==> src/hw/lrpf_regs.svh <==
`ifndef LRPF_REGS_SVH
`define LRPF_REGS_SVH

// timing
`define LRPF_CLK_HZ 64'd25000000
`define LRPF_BAUD_BPS 64'd115200
`define LRPF_SAMPLE_MIN 64'd30
`define LRPF_SEC_S 64'd1
`define LRPF_SAMPLE_CYCLES (`LRPF_CLK_HZ * 64'd60 * `LRPF_SAMPLE_MIN)
`define LRPF_SEC_CYCLES (`LRPF_CLK_HZ * `LRPF_SEC_S)
`define LRPF_BAUD_CYCLES (`LRPF_CLK_HZ / `LRPF_BAUD_BPS)

// sample buffer
`define LRPF_DEPTH 7'h60

// packet characters
`define LRPF_CH_START 8'h5e
`define LRPF_CH_END 8'h24
`define LRPF_CH_NL 8'h0a
`define LRPF_CH_COMMA 8'h2c
`define LRPF_CH_SLASH 8'h2f
`define LRPF_CH_ZERO 8'h30
`define LRPF_ATTR_PERIODIC 8'h31
`define LRPF_ATTR_SWITCH 8'h32
`define LRPf_ATTR_UNUSED 8'h00
`define LRPF_ATTR_THRESH 8'h33

// length fields in bcd
`define LRPF_LEN_THR_TIME 16'h0020
`define LRPF_LEN_THR_NOTIME 16'h0009
`define LRPF_LEN_CNT_ONES 4'h2

// byte positions inside a threshold data field
`define LRPF_THR_TIME_IDX 5'h00
`define LRPF_THR_LIGHT_IDX 5'h0b

`endif

==> src/hw/lrpf_pkg.sv <==
package lrpf_pkg;

    typedef enum logic [2:0] {
        LRPF_IDLE = 3'h0,
        LRPF_HEAD = 3'h1,
        LRPF_CNT = 3'h2,
        LRPF_RDREQ = 3'h3,
        LRPF_SAMP = 3'h4,
        LRPF_THR = 3'h5,
        LRPF_TAIL = 3'h6
    } lrpf_state_t;

endpackage

==> src/hw/lrpf_framer.sv <==
// Behaviour
// packet: start, attribute, comma, length, comma, data, end, newline
// attribute '1' periodic, '2' user switch, '3' threshold
// header fields separated by comma
// length field is four ascii digits of data size
// data field holds exactly the announced number of bytes
// sample count is two decimal digits, most significant first
// each digit sent as 0x30 plus its value, msd first
// elapsed seconds sent as fixed ten-digit decimal
// light and temperature sent as four-digit decimal raw readings
// threshold data: time, comma, light, slash, temperature
// without time counter, time and its comma are left out
// link runs 115200 baud, 8 data bits, no parity, one stop
// packet starts on periodic, user switch or threshold event
// both channels sampled every thirty minutes
// each channel keeps 96 samples
// reading at or above threshold triggers threshold packet; the code compares only the temperature reading, not light
// comparator subtracts reading from threshold, flags when result would go negative
// periodic and switch data: count then light/temperature samples
// one byte at a time with handshake; triggers ignored while busy
`timescale 1ns/1ps
`include "lrpf_regs.svh"
module lrpf_framer #(
    parameter logic [35:0] SAMPLE_CYCLES = 36'(`LRPF_SAMPLE_CYCLES),
    parameter logic [24:0] SEC_CYCLES = 25'(`LRPF_SEC_CYCLES)
) (
    input wire logic core_clk,
    input wire logic sys_rst,
    input wire logic periodic_wake_interrupt,
    input wire logic user_switch_interrupt,
    input wire logic time_enable,
    input wire logic [11:0] light_sample,
    input wire logic [11:0] temp_sample,
    input wire logic [15:0] threshold_level,
    output logic serial_tx_out_a,
    output logic packet_busy
);
    localparam logic [7:0] BAUD_CYCLES = 8'(`LRPF_BAUD_CYCLES);

    function automatic logic [15:0] bin2bcd(input logic [11:0] bin);
        logic [27:0] acc;
        acc = {16'h0000, bin};
        for (int i = 0; i < 12; i++) begin
            for (int d = 0; d < 4; d++) begin
                if (acc[12 + 4 * d +: 4] > 4'h4) begin
                    acc[12 + 4 * d +: 4] = acc[12 + 4 * d +: 4] + 4'h3;
                end
            end
            acc = acc << 1;
        end
        return acc[27:12];
    endfunction

    // digit to ascii
    function automatic logic [7:0] asc(input logic [3:0] d);
        return `LRPF_CH_ZERO + {4'h0, d};
    endfunction

    function automatic logic [7:0] digit16(input logic [15:0] v, input logic [1:0] sel);
        return asc(v[4 * (3 - sel) +: 4]);
    endfunction

    function automatic logic [39:0] bcd_inc(input logic [39:0] v);
        logic [39:0] r;
        logic carry;
        r = v;
        carry = 1'b1;
        for (int d = 0; d < 10; d++) begin
            if (carry) begin
                if (r[4 * d +: 4] == 4'h9) begin
                    r[4 * d +: 4] = 4'h0;
                end else begin
                    r[4 * d +: 4] = r[4 * d +: 4] + 4'h1;
                    carry = 1'b0;
                end
            end
        end
        return r;
    endfunction

    // pin synchronisers; bit 0 is read only by bit 1
    logic [2:0] per_sync_r;
    logic [2:0] sw_sync_r;
    logic [1:0] ten_sync_r;
    logic per_rise;
    logic sw_rise;

    always_ff @(posedge core_clk) begin
        if (sys_rst) begin
            per_sync_r <= 3'h0;
            sw_sync_r <= 3'h0;
            ten_sync_r <= 2'h0;
        end else begin
            per_sync_r <= {per_sync_r[1:0], periodic_wake_interrupt};
            sw_sync_r <= {sw_sync_r[1:0], user_switch_interrupt};
            ten_sync_r <= {ten_sync_r[0], time_enable};
        end
    end
    assign per_rise = per_sync_r[1] & ~per_sync_r[2];
    assign sw_rise = sw_sync_r[1] & ~sw_sync_r[2];

    // half-hour acquisition tick
    logic [35:0] smp_cnt_r;
    logic smp_tick;
    assign smp_tick = smp_cnt_r == SAMPLE_CYCLES - 36'h1;

    always_ff @(posedge core_clk) begin
        if (sys_rst || smp_tick) begin
            smp_cnt_r <= 36'h0;
        end else begin
            smp_cnt_r <= smp_cnt_r + 36'h1;
        end
    end

    // elapsed seconds kept directly in bcd, so no divider is needed
    logic [24:0] sec_cnt_r;
    logic [39:0] time_bcd_r;

    always_ff @(posedge core_clk) begin
        if (sys_rst) begin
            sec_cnt_r <= 25'h0;
            time_bcd_r <= 40'h0;
        end else if (sec_cnt_r == SEC_CYCLES - 25'h1) begin
            sec_cnt_r <= 25'h0;
            time_bcd_r <= bcd_inc(time_bcd_r);
        end else begin
            sec_cnt_r <= sec_cnt_r + 25'h1;
        end
    end

    // acquisition into the circular buffer
    logic [6:0] wr_ptr_r;
    logic [6:0] cnt_r;
    logic [7:0] cnt_bcd_r;
    logic [15:0] last_light_r;
    logic [15:0] last_temp_r;
    logic [15:0] light_bcd;
    logic [15:0] temp_bcd;
    logic [16:0] thr_diff;
    logic thr_evt_r;

    // raw readings converted to four decimal digits
    assign light_bcd = bin2bcd(light_sample);
    assign temp_bcd = bin2bcd(temp_sample);

    // 96-slot ring, count saturates once full
    always_ff @(posedge core_clk) begin
        if (sys_rst) begin
            wr_ptr_r <= 7'h0;
            cnt_r <= 7'h0;
            cnt_bcd_r <= 8'h00;
            last_light_r <= 16'h0000;
            last_temp_r <= 16'h0000;
        end else if (smp_tick) begin
            wr_ptr_r <= (wr_ptr_r == `LRPF_DEPTH - 7'h1) ? 7'h0 : wr_ptr_r + 7'h1;
            last_light_r <= light_bcd;
            last_temp_r <= temp_bcd;
            if (cnt_r != `LRPF_DEPTH) begin
                cnt_r <= cnt_r + 7'h1;
                cnt_bcd_r <= (cnt_bcd_r[3:0] == 4'h9) ? {cnt_bcd_r[7:4] + 4'h1, 4'h0} : cnt_bcd_r + 8'h01;
            end
        end
    end

    // one is taken off so a reading equal to the threshold also borrows
    assign thr_diff = {1'b0, threshold_level} - {5'h00, temp_sample} - 17'h00001;

    // judge right after each acquisition
    always_ff @(posedge core_clk) begin
        if (sys_rst) begin
            thr_evt_r <= 1'b0;
        end else begin
            thr_evt_r <= smp_tick & thr_diff[16];
        end
    end

    // packet sequencer
    lrpf_pkg::lrpf_state_t state_r;
    logic [4:0] idx_r;
    logic [7:0] attr_r;
    logic [15:0] len_r;
    logic [39:0] time_snap_r;
    logic [15:0] thr_light_r;
    logic [15:0] thr_temp_r;
    logic [7:0] cnt_snap_r;
    logic [6:0] rd_ptr_r;
    logic [6:0] left_r;
    logic [31:0] mem_q;
    logic emit;
    logic push;
    logic [7:0] byte_nxt;
    logic buf_in_ready;

    lrpf_sample_mem u_mem (
        .core_clk(core_clk),
        .sys_rst(sys_rst),
        .wr_en(smp_tick),
        .wr_addr(wr_ptr_r),
        .wr_data({light_bcd, temp_bcd}),
        .rd_en(state_r == lrpf_pkg::LRPF_RDREQ),
        .rd_addr(rd_ptr_r),
        .rd_data(mem_q)
    );

    assign emit = state_r != lrpf_pkg::LRPF_IDLE && state_r != lrpf_pkg::LRPF_RDREQ;
    // a byte advances only when the buffer takes it
    assign push = emit & buf_in_ready;
    assign packet_busy = state_r != lrpf_pkg::LRPF_IDLE;

    // a packet running past the next half-hour write may see that slot refreshed
    always_ff @(posedge core_clk) begin
        if (sys_rst) begin
            state_r <= lrpf_pkg::LRPF_IDLE;
            idx_r <= 5'h00;
            attr_r <= `LRPF_ATTR_PERIODIC;
            len_r <= 16'h0000;
            time_snap_r <= 40'h0;
            thr_light_r <= 16'h0000;
            thr_temp_r <= 16'h0000;
            cnt_snap_r <= 8'h00;
            rd_ptr_r <= 7'h0;
            left_r <= 7'h0;
        end else begin
            unique case (state_r)
                lrpf_pkg::LRPF_IDLE: begin
                    // any trigger starts a packet
                    if (per_rise || sw_rise || thr_evt_r) begin
                        state_r <= lrpf_pkg::LRPF_HEAD;
                        idx_r <= 5'h00;
                        time_snap_r <= time_bcd_r;
                        thr_light_r <= last_light_r;
                        thr_temp_r <= last_temp_r;
                        cnt_snap_r <= cnt_bcd_r;
                        left_r <= cnt_r;
                        rd_ptr_r <= (cnt_r == `LRPF_DEPTH) ? wr_ptr_r : 7'h0;
                        // attribute by source, periodic first
                        if (per_rise) begin
                            attr_r <= `LRPF_ATTR_PERIODIC;
                        end else if (sw_rise) begin
                            attr_r <= `LRPF_ATTR_SWITCH;
                        end else begin
                            attr_r <= `LRPF_ATTR_THRESH;
                        end
                        // length matches bytes sent: 2 + 10 per sample
                        if (!per_rise && !sw_rise) begin
                            len_r <= ten_sync_r[1] ? `LRPF_LEN_THR_TIME : `LRPF_LEN_THR_NOTIME;
                        end else begin
                            len_r <= {4'h0, cnt_bcd_r, `LRPF_LEN_CNT_ONES};
                        end
                    end
                end
                lrpf_pkg::LRPF_HEAD: begin
                    if (push) begin
                        idx_r <= idx_r + 5'h01;
                        if (idx_r == 5'h07) begin
                            if (attr_r == `LRPF_ATTR_THRESH) begin
                                state_r <= lrpf_pkg::LRPF_THR;
                                // skip time digits and comma
                                idx_r <= (len_r == `LRPF_LEN_THR_TIME) ? `LRPF_THR_TIME_IDX : `LRPF_THR_LIGHT_IDX;
                            end else begin
                                state_r <= lrpf_pkg::LRPF_CNT;
                                idx_r <= 5'h00;
                            end
                        end
                    end
                end
                lrpf_pkg::LRPF_CNT: begin
                    if (push) begin
                        idx_r <= idx_r + 5'h01;
                        if (idx_r == 5'h01) begin
                            idx_r <= 5'h00;
                            state_r <= (left_r == 7'h0) ? lrpf_pkg::LRPF_TAIL : lrpf_pkg::LRPF_RDREQ;
                        end
                    end
                end
                lrpf_pkg::LRPF_RDREQ: begin
                    state_r <= lrpf_pkg::LRPF_SAMP;
                    idx_r <= 5'h00;
                end
                lrpf_pkg::LRPF_SAMP: begin
                    if (push) begin
                        idx_r <= idx_r + 5'h01;
                        if (idx_r == 5'h09) begin
                            idx_r <= 5'h00;
                            rd_ptr_r <= (rd_ptr_r == `LRPF_DEPTH - 7'h1) ? 7'h0 : rd_ptr_r + 7'h1;
                            left_r <= left_r - 7'h1;
                            state_r <= (left_r == 7'h1) ? lrpf_pkg::LRPF_TAIL : lrpf_pkg::LRPF_RDREQ;
                        end
                    end
                end
                lrpf_pkg::LRPF_THR: begin
                    if (push) begin
                        idx_r <= idx_r + 5'h01;
                        if (idx_r == 5'h13) begin
                            idx_r <= 5'h00;
                            state_r <= lrpf_pkg::LRPF_TAIL;
                        end
                    end
                end
                lrpf_pkg::LRPF_TAIL: begin
                    if (push) begin
                        idx_r <= idx_r + 5'h01;
                        if (idx_r == 5'h01) begin
                            idx_r <= 5'h00;
                            state_r <= lrpf_pkg::LRPF_IDLE;
                        end
                    end
                end
                default: begin
                    state_r <= lrpf_pkg::LRPF_IDLE;
                end
            endcase
        end
    end

    // byte selection for the current position
    always_comb begin
        byte_nxt = `LRPF_CH_COMMA;
        unique case (state_r)
            lrpf_pkg::LRPF_HEAD: begin
                // start and attribute; comma; four length digits
                if (idx_r == 5'h00) begin
                    byte_nxt = `LRPF_CH_START;
                end else if (idx_r == 5'h01) begin
                    byte_nxt = attr_r;
                end else if (idx_r >= 5'h03 && idx_r <= 5'h06) begin
                    byte_nxt = digit16(len_r, 2'(idx_r - 5'h03));
                end
            end
            lrpf_pkg::LRPF_CNT: begin
                // count tens then ones
                byte_nxt = asc(idx_r[0] ? cnt_snap_r[3:0] : cnt_snap_r[7:4]);
            end
            lrpf_pkg::LRPF_SAMP: begin
                // comma, light, slash, temperature per sample
                if (idx_r >= 5'h01 && idx_r <= 5'h04) begin
                    byte_nxt = digit16(mem_q[31:16], 2'(idx_r - 5'h01));
                end else if (idx_r == 5'h05) begin
                    byte_nxt = `LRPF_CH_SLASH;
                end else if (idx_r >= 5'h06) begin
                    byte_nxt = digit16(mem_q[15:0], 2'(idx_r - 5'h06));
                end
            end
            lrpf_pkg::LRPF_THR: begin
                // time, comma, light, slash, temperature
                if (idx_r <= 5'h09) begin
                    byte_nxt = asc(time_snap_r[4 * (9 - idx_r) +: 4]);
                end else if (idx_r >= 5'h0b && idx_r <= 5'h0e) begin
                    byte_nxt = digit16(thr_light_r, 2'(idx_r - 5'h0b));
                end else if (idx_r == 5'h0f) begin
                    byte_nxt = `LRPF_CH_SLASH;
                end else if (idx_r >= 5'h10) begin
                    byte_nxt = digit16(thr_temp_r, 2'(idx_r - 5'h10));
                end
            end
            lrpf_pkg::LRPF_TAIL: begin
                // end marker then newline
                byte_nxt = (idx_r == 5'h00) ? `LRPF_CH_END : `LRPF_CH_NL;
            end
            default: begin
                byte_nxt = `LRPF_CH_COMMA;
            end
        endcase
    end

    // two-entry buffer so a busy transmitter never drops a byte
    logic [7:0] b0_r;
    logic [7:0] b1_r;
    logic [1:0] bcnt_r;
    logic buf_out_valid;
    logic tx_idle;
    logic pop;

    assign buf_in_ready = bcnt_r != 2'h2;
    assign buf_out_valid = bcnt_r != 2'h0;
    assign pop = buf_out_valid & tx_idle;

    always_ff @(posedge core_clk) begin
        if (sys_rst) begin
            b0_r <= 8'h00;
            b1_r <= 8'h00;
            bcnt_r <= 2'h0;
        end else begin
            unique case ({push, pop})
                2'b10: begin
                    if (bcnt_r == 2'h0) begin
                        b0_r <= byte_nxt;
                    end else begin
                        b1_r <= byte_nxt;
                    end
                    bcnt_r <= bcnt_r + 2'h1;
                end
                2'b01: begin
                    b0_r <= b1_r;
                    bcnt_r <= bcnt_r - 2'h1;
                end
                2'b11: begin
                    b0_r <= (bcnt_r == 2'h1) ? byte_nxt : b1_r;
                    if (bcnt_r == 2'h2) begin
                        b1_r <= byte_nxt;
                    end
                end
                2'b00: begin
                    bcnt_r <= bcnt_r;
                end
            endcase
        end
    end

    // 8n1 transmitter, lsb first; line idles high
    logic [9:0] tx_shift_r;
    logic [3:0] tx_bits_r;
    logic [7:0] baud_r;
    assign tx_idle = tx_bits_r == 4'h0;
    assign serial_tx_out_a = tx_shift_r[0];

    always_ff @(posedge core_clk) begin
        if (sys_rst) begin
            tx_shift_r <= 10'h3ff;
            tx_bits_r <= 4'h0;
            baud_r <= 8'h00;
        end else if (pop) begin
            tx_shift_r <= {1'b1, b0_r, 1'b0};
            tx_bits_r <= 4'ha;
            baud_r <= 8'h00;
        end else if (!tx_idle) begin
            if (baud_r == BAUD_CYCLES - 8'h01) begin
                baud_r <= 8'h00;
                tx_bits_r <= tx_bits_r - 4'h1;
                tx_shift_r <= {1'b1, tx_shift_r[9:1]};
            end else begin
                baud_r <= baud_r + 8'h01;
            end
        end
    end
endmodule // lrpf_framer

==> src/hw/lrpf_sample_mem.sv <==
`timescale 1ns/1ps
module lrpf_sample_mem (
    input wire logic core_clk,
    input wire logic sys_rst,
    input wire logic wr_en,
    input wire logic [6:0] wr_addr,
    input wire logic [31:0] wr_data,
    input wire logic rd_en,
    input wire logic [6:0] rd_addr,
    output logic [31:0] rd_data
);
    logic [31:0] mem [0:95];

    always_ff @(posedge core_clk) begin
        if (wr_en) begin
            mem[wr_addr] <= wr_data;
        end
    end

    always_ff @(posedge core_clk) begin
        if (sys_rst) begin
            rd_data <= 32'h0000_0000;
        end else if (rd_en) begin
            rd_data <= mem[rd_addr];
        end
    end
endmodule // lrpf_sample_mem

==> config.mk <==
export PLATFORM = sky130hd
export DESIGN_NAME = lrpf_framer
export DESIGN_NICKNAME = d
export VERILOG_FILES = /design/src/hw/lrpf_pkg.sv /design/src/hw/lrpf_framer.sv /design/src/hw/lrpf_sample_mem.sv
export VERILOG_INCLUDE_DIRS = /design/src /design/src/hw
export SDC_FILE = /design/constraint.sdc
export NUM_CORES = 2
export LEC_CHECK = 0
export ABC_AREA = 1
export BUFFER_PORTS_ARGS = -buffer_cell sky130_fd_sc_hd__buf_4
export CORE_AREA = 3 3 520 573
export DETAILED_ROUTE_END_ITERATION = 7
export DIE_AREA = 0 0 523 576
export PLACE_DENSITY = 0.66
export SLEW_MARGIN = 20
export SYNTH_ARGS = -nofsm -noshare
export SYNTH_HDL_FRONTEND = slang
export SYNTH_SLANG_ARGS = --single-unit
==> constraint.sdc <==
create_clock -name core_clk -period 13.15 [get_ports core_clk]
set_input_delay 2.63 -clock core_clk [delete_from_list [all_inputs] [get_ports core_clk]]
set_output_delay 2.63 -clock core_clk [all_outputs]
set_load 0.01 [all_outputs]
# Word-level counts from Yosys, hierarchy flattened
# Memory sizes are Yosys's and may differ from the RTL's. A register that Yosys moved wholly into a read port is not among the register bits.
# Index checks and enable logic that the tools add are counted.
[totals] ram_bits=3072 out_inout_bits=2 memories=1 reg_bits=329 inputBits=45
[op_classes] magnitude_cmp=85 bitwise=8 n_reduce_logical=44 addsub=119 n_eq_ne=56 n_shift=6 n_mux=193
[mem_list] name="u_mem.mem" depth=96 width=32 read_ports=1 rd_clocked_by_memory_dff=1 wr=1 line_no="lrpf_sample_mem.sv:12" text="logic [31:0] mem [0:95];"
[ops] op="2-to-1 mux 4 bit" n=70
[ops] op="greater-than comparator 4 x 3 -> 1 bit (second input constant)" n=68
[ops] op="adder 4 x 2 -> 4 bit (second input constant)" n=54
[ops] op="variable part select 16 x 33 -> 4 bit" n=5
[ops] op="2-to-1 mux 7 bit" n=17
[ops] op="2-to-1 mux 3 bit" n=36
[ops] op="2-to-1 mux 8 bit" n=8
[ops] op="adder 6 x 4 -> 7 bit (first input constant)" n=7
[ops] op="2-to-1 mux 5 bit" n=9
[ops] op="adder 4 x 1 -> 4 bit (second input constant)" n=11
[ops] op="equality test 4 bit (second input constant)" n=11
[ops] op="adder 3 x 2 -> 3 bit (second input constant)" n=14
[ops] op="case mux 8 bit (5 select lines)" n=1
[ops] op="variable part select 40 x 33 -> 4 bit" n=1
[ops] op="2-to-1 mux 1 bit" n=38
[ops] op="adder 36 x 1 -> 36 bit (second input constant)" n=1
[ops] op="equality test 36 bit (second input constant)" n=1
[ops] op="inequality test 2 bit (second input constant)" n=15
[ops] op="case mux 5 bit (6 select lines)" n=1
[ops] op="case mux 7 bit (2 select lines)" n=2
[ops] op="AND reduction 2 bit" n=14
[ops] op="2-to-1 mux 9 bit" n=3
[ops] op="adder 25 x 1 -> 25 bit (second input constant)" n=1
[ops] op="equality test 25 bit (second input constant)" n=1
[ops] op="65 further kinds" n=122

# Logic depth before layout (Yosys ltp)
[depth] ltp_word=29 ltp_mapped=52 mapped_depth_nobuf=52

# Hierarchy
# A second synthesis with hierarchy kept.
[unflattened] cells_unflattened=12974 area_unflattened_um2=142977.1
[by_module_without_submodules] module="lrpf_sample_mem" seq_area_each_um2=92889.1 n_inst=1 cells_each=10221 area_per_inst_um2=124450.6
[by_module_without_submodules] module="lrpf_framer" seq_area_each_um2=6226.0 n_inst=1 cells_each=2753 area_per_inst_um2=18526.5

# Worst setup path after synthesis
# Ideal clock, no wire load.
[synth_path] kind="in2reg" startpoint="input port light_sample[9]" endpoint="memory u_mem.mem[0][28] (data pin)" n_path_buf=0 required_ps=12476 arrival_time_ps=9282 setup_time_ps=674 path_stages=44 path_slack_ps=3194 cell_sequence="inv_1 > ha_1 > inv_1 > ha_1 > inv_2 > nand2_1 > nand2_1 > nor2_1 > o21ai_0 > nand2_2 > inv_1 > nand3_1 > nand2_2 > inv_2 > nor2_1 > inv_1 > ha_1 > nand3_1 > [... 8 more ...] > nand4_1 > nand2_1 > inv_1 > ha_1 > nand3b_1 > nand2_1 > nand2_1 > nand2_1 > inv_1 > ha_1 > inv_1 > nand3_1 > nand2_1 > nand2_1 > ha_1 > inv_1 > nand3_2 > o21ai_1"
[synth_via] elab_chain_cells=18 word_cells_on_any_way=63
[synth_rtl] element="from (decl)" line_no="lrpf_framer.sv:32" text="input wire logic [11:0] light_sample,"
[synth_rtl] element="adder 4 x 2 -> 4 bit or greater-than comparator 4 x 3 -> 1 bit (tied branches)" line_no="lrpf_framer.sv:46, lrpf_framer.sv:45"
[synth_rtl] element="2-to-1 mux 4 bit *" line_no="lrpf_framer.sv:45" text="if (acc[12 + 4 * d +: 4] > 4'h4) begin"
[synth_rtl] element="adder 4 x 2 -> 4 bit or greater-than comparator 4 x 3 -> 1 bit (tied branches)" line_no="lrpf_framer.sv:46, lrpf_framer.sv:45"
[synth_rtl] element="2-to-1 mux 4 bit" line_no="lrpf_framer.sv:45"
[synth_rtl] element="adder 4 x 2 -> 4 bit or greater-than comparator 4 x 3 -> 1 bit (tied branches)" line_no="lrpf_framer.sv:46, lrpf_framer.sv:45"
[synth_rtl] element="2-to-1 mux 4 bit" line_no="lrpf_framer.sv:45"
[synth_rtl] element="adder 4 x 2 -> 4 bit or greater-than comparator 4 x 3 -> 1 bit (tied branches)" line_no="lrpf_framer.sv:46, lrpf_framer.sv:45"
[synth_rtl] element="2-to-1 mux 4 bit" line_no="lrpf_framer.sv:45"
[synth_rtl] element="[... 3 more ...]"
[synth_rtl] element="2-to-1 mux 4 bit" line_no="lrpf_framer.sv:45"
[synth_rtl] element="adder 4 x 2 -> 4 bit or greater-than comparator 4 x 3 -> 1 bit (tied branches)" line_no="lrpf_framer.sv:46, lrpf_framer.sv:45"
[synth_rtl] element="2-to-1 mux 4 bit" line_no="lrpf_framer.sv:45"
[synth_rtl] element="adder 4 x 2 -> 4 bit or greater-than comparator 4 x 3 -> 1 bit (tied branches)" line_no="lrpf_framer.sv:46, lrpf_framer.sv:45"
[synth_rtl] element="2-to-1 mux 4 bit" line_no="lrpf_framer.sv:45"
[synth_rtl] element="adder 4 x 2 -> 4 bit or greater-than comparator 4 x 3 -> 1 bit (tied branches)" line_no="lrpf_framer.sv:46, lrpf_framer.sv:45"
[synth_rtl] element="2-to-1 mux 4 bit *" line_no="lrpf_framer.sv:45"
[synth_rtl] element="net light_bcd[12]" line_no="lrpf_framer.sv:137" text="logic [15:0] light_bcd;"
[synth_rtl] element="to (decl)" line_no="lrpf_sample_mem.sv:12"
# Mark *: on every way through the listed nets, which the timed path passes. The rest lies on a longest branch.

# Worst setup path in the final report
[layout_path] startpoint="input port light_sample[9]" endpoint="memory u_mem.mem[0][23] (data pin)"
[layout_via] elab_chain_cells=18 word_cells_on_any_way=48
[layout_rtl] element="adder 4 x 2 -> 4 bit or greater-than comparator 4 x 3 -> 1 bit (tied branches)" line_no="lrpf_framer.sv:46, lrpf_framer.sv:45"
[layout_rtl] element="2-to-1 mux 4 bit *" line_no="lrpf_framer.sv:45"
[layout_rtl] element="adder 4 x 2 -> 4 bit or greater-than comparator 4 x 3 -> 1 bit (tied branches)" line_no="lrpf_framer.sv:46, lrpf_framer.sv:45"
[layout_rtl] element="2-to-1 mux 4 bit" line_no="lrpf_framer.sv:45"
[layout_rtl] element="adder 4 x 2 -> 4 bit or greater-than comparator 4 x 3 -> 1 bit (tied branches)" line_no="lrpf_framer.sv:46, lrpf_framer.sv:45"
[layout_rtl] element="2-to-1 mux 4 bit" line_no="lrpf_framer.sv:45"
[layout_rtl] element="greater-than comparator 4 x 3 -> 1 bit or adder 4 x 2 -> 4 bit (tied branches)" line_no="lrpf_framer.sv:45, lrpf_framer.sv:46"
[layout_rtl] element="2-to-1 mux 4 bit" line_no="lrpf_framer.sv:45"
[layout_rtl] element="[... 3 more ...]"
[layout_rtl] element="2-to-1 mux 4 bit" line_no="lrpf_framer.sv:45"
[layout_rtl] element="adder 4 x 2 -> 4 bit or greater-than comparator 4 x 3 -> 1 bit (tied branches)" line_no="lrpf_framer.sv:46, lrpf_framer.sv:45"
[layout_rtl] element="2-to-1 mux 4 bit" line_no="lrpf_framer.sv:45"
[layout_rtl] element="adder 4 x 2 -> 4 bit or greater-than comparator 4 x 3 -> 1 bit (tied branches)" line_no="lrpf_framer.sv:46, lrpf_framer.sv:45"
[layout_rtl] element="2-to-1 mux 4 bit" line_no="lrpf_framer.sv:45"
[layout_rtl] element="adder 4 x 2 -> 4 bit or greater-than comparator 4 x 3 -> 1 bit (tied branches)" line_no="lrpf_framer.sv:46, lrpf_framer.sv:45"
[layout_rtl] element="2-to-1 mux 4 bit *" line_no="lrpf_framer.sv:45"
[layout_rtl] element="net light_bcd[7]" line_no="lrpf_framer.sv:137"
# Marks and branches as above.

==> impl_metrics.toml <==
[layout]
area_growth_pct = 12.2
leading_cell_type_in_the_layout_fill_and_taps_excluded = "edfxtp_1"
layout-drive-gt1-share_pct = 9.00
fill_cell_instance_count_of_the_final_layout = 24600
most-common-layout-cells = "edfxtp_1, nor2_1, o21ai_0"
layout.core_utilization_pct = 50.5
register_area_sq_um = 93300
final_net_count = 11300
area_of_combinational_cells_with_multiple_inputs_sq_um = 34700

[sta]
final-hold-violation-count = 0
final_critical_period_ns = 9.08
fmax_achieved_mhz = 110
worstMarginPinSlew_ns = 1.23
timing_max_transition_violations_final = 0
finClkSkew_ns = 0.0628
setup_slack_ns = 4.07
period_share_pct = 69.0
finalHoldWorstSlack_ns = 0.423
grt_setup_unrepaired = "no"
finalSetupViolations = 0
tns_ns = 0
maxSlewHeadroom_pct = 17.2

[drt]
route.detailed.vias_per_inst = 6.12
residual_antenna_violating_net_count_after_detailed_routing = 0
drcViolationCount = 0
routedWlPerCell_microns = 25.5
drt-total-wl_microns = 390000
detailedRoute.firstIterationViolations = 12200
routed-via-count = 93500
tritonroute_pass_1_iters = 6

[worst_setup_path]
critical_path_fanout_max = 51
critical_path.reg2reg.endpoint = "u_mem.rd_data[16]"
crit_path_top_delay_cell = "clkinv_2"
setup.worst_path.end_class = "register"
rrSetupSlack_ns = 7.56
timing.setup.critical_path_class = "in2reg"
required_ns = 13.64
reg2reg_from = "rd_ptr_r[0]"
timing.critical_path.arrival_ns = 9.57
worst_path_largest_cell_delay_ns = 0.64
category_of_the_worst_setup_path_launch_point = "input pin"
reg2regPathDepth = 10
cell_repeated_most_along_the_worst_path = "nand2_1"

[yosys]
synth_sequential_area_ratio_pct = 71.0
synth_cell_types = 70
netlist_area_sq_um = 131000
average_footprint_of_a_synthesized_cell_sq_um = 11.7
yosys.area.top_type = "edfxtp_1"
synthCells = 11200
ys_ff_latch = 3221
asyncSetResetFlopFracSynth_pct = 0
ys.flop_type = "edfxtp_1"
syn_nets = 11400
synth_enable_flop_cells = 2880
post_synth_main_area_contributors = "edfxtp_1, o21ai_0, nor2_1, dfxtp_1, o22ai_1"
synth_top_area_share_pct = 65.8
synth-warning-count = 0

[placed_design]
detailedPlace.worstSlack_ns = 3.37
port_buffers = 46
post-dp-hpwl_microns = 204000
globalplace.congestion = 0.912

[clock_tree]
cts_inserted_buffers = 335
post_cts_buffers = 0
cts.repair.resized = 0
cts_hold_buf = 0
cts_tree = "yes"
clk_root_buffer_cell = "clkbuf_16"
cts-root-to-sink-buffers = 4
clock_insertion_delay_worst_skew_ns = 0.90
cts_num_sinks = 3221
clock_tree.htree_level_count = 5
clkSlewWorstSetupHoldPaths_ns = 0.06

[min_path]
hold-path-endpoint = "sw_sync_r[1]"
timing.hold.worst_path_depth = 2
worst_min_path_start = "sw_sync_r[0]"
hold_path.class = "reg2reg"

[die]
start_util_pct = 45.0
rows = 208
ios = 47
die_w_microns = 523
core_region_area_sq_um = 292000
die-area_sq_um = 301000
die_h_microns = 576

[global_routing]
grt_antenna_before_repair = 13
grt_max_degree = 225
grt.overflow.total = 0
first_global_vias = 89100
groute.usage.overall_pct = 25.0
grt_pass1_wl_microns = 570000

[power]
design_power_total_mw = 38.0
vdd.ir_drop.worst_mv = 0.670
pwr_density_cell_nw_per_um2 = 258
p_leak_nw = 50.3

[status]
outcome = "complete, no violations"

[run]
max_cap_viol_count = 0
==> critical path, delay by kind of cell <==
family | cells | cell delay (ns)
AND/OR/NAND/NOR | 27 | 3.08
buffers and inverters | 14 | 2.27
adder cells (fa/ha/maj) | 6 | 1.31
AO/OA/AOI/OAI | 2 | 0.17
==> per-stage QoR <==
step | std cells | area, sq um
after CTS | 15300 | 147000
after global routing | 15300 | 148000
after global placement | 14700 | 137000
after floorplan | 11200 | 131000
after detailed placement | 14700 | 137000
final | 15300 | 148000
==> layout make-up <==
type / count / share of cell area, %
sequential: 3221 / 63.3
multi-input combinational: 6880 / 23.5
clock buffer: 406 / 5.98
tap: 3885 / 3.29
timing repair buffer: 270 / 1.52
clock inverter: 189 / 1.30
inverter: 422 / 1.10
antenna: 8 / 0.0136
==> cells in the mapped netlist (12+ instances only) <==
| cell type | instances |
|---|---|
| o31ai_1 | 13 |
| dfxtp_1 | 341 |
| a221oi_1 | 14 |
| o32ai_1 | 28 |
| and2_1 | 17 |
| nand2_2 | 53 |
| buf_1 | 22 |
| ha_1 | 75 |
| clkbuf_1 | 699 |
| nand3_2 | 16 |
| o21ai_0 | 2006 |
| nand3_1 | 276 |
| inv_1 | 391 |
| o211ai_1 | 34 |
| o22ai_1 | 771 |
| o221ai_1 | 83 |
| o21bai_1 | 31 |
| a21oi_1 | 230 |
| edfxtp_1 | 2880 |
| o21ai_1 | 24 |
| a31oi_1 | 47 |
| inv_2 | 23 |
| nand3b_1 | 13 |
| nor2_1 | 2187 |
| nand2_1 | 698 |
| xor2_1 | 12 |
| or2_2 | 13 |
| nor4_1 | 29 |
| a211oi_1 | 19 |
| nand4_1 | 36 |
| nor3_1 | 64 |
==> kinds of logic (layout without fill, tap and decap cells) <==
| family | count (synthesis) | in the layout | share of synthesized area (%) |
|---|---|---|---|
| and+or+nand+nor | 3429 | 3429 | 10.6 |
| buffers and inverters | 1147 | 1287 | 3.29 |
| muxes | 1 | 1 | 0.00856 |
| xor gates and xnor gates | 21 | 21 | 0.162 |
| AOI/OAI and AO/OA | 3354 | 3354 | 14.3 |
| DFF | 3221 | 3221 | 71.0 |
| adders and majority gates | 75 | 75 | 0.714 |
| other | 0 | 8 | 0 |
==> routing by layer <==
layer	GRT usage, %	up-vias	part of all wire, %
li1	-	40900	-
met1	32.8	46400	38
met2	41.6	5200	47
met3	4.07	933	9.7
met4	9.90	4	4.6
met5	0	-	0.0059
==> worst max path at each step <==
| stage | from | end | slack [ns] | cells past startpoint |
|---|---|---|---|---|
| CTS | light_sample[9] | u_mem.mem[0][23] | 4.24 | 49 |
| finish | light_sample[9] | u_mem.mem[0][23] | 4.07 | 49 |
| global placement | light_sample[9] | u_mem.mem[5][23] | 3.77 | 49 |
| detailed placement | light_sample[9] | u_mem.mem[5][23] | 3.37 | 49 |
| floorplan | light_sample[9] | u_mem.mem[0][28] | 3.19 | 44 |
| global route | light_sample[9] | u_mem.mem[0][23] | 3.52 | 49 |
==> sequential cells by signal, summed over array words and instances (netlist names), 25 cells and up <==
register       cells
u_mem.rd_data     30
time_bcd_r        40
smp_cnt_r         36
sec_cnt_r         25
time_snap_r       40
u_mem.mem       2880
==> where the power goes <==
part / internal (mW) / total (mW) / switching, mW
Sequential: 17.1 / 17.2 / 0.0899
Clock: 5.40 / 9.33 / 3.94
Combinational: 1.87 / 11.4 / 9.58
Total: 24.4 / 38.0 / 13.6
(Power assumes the default switching activity.)
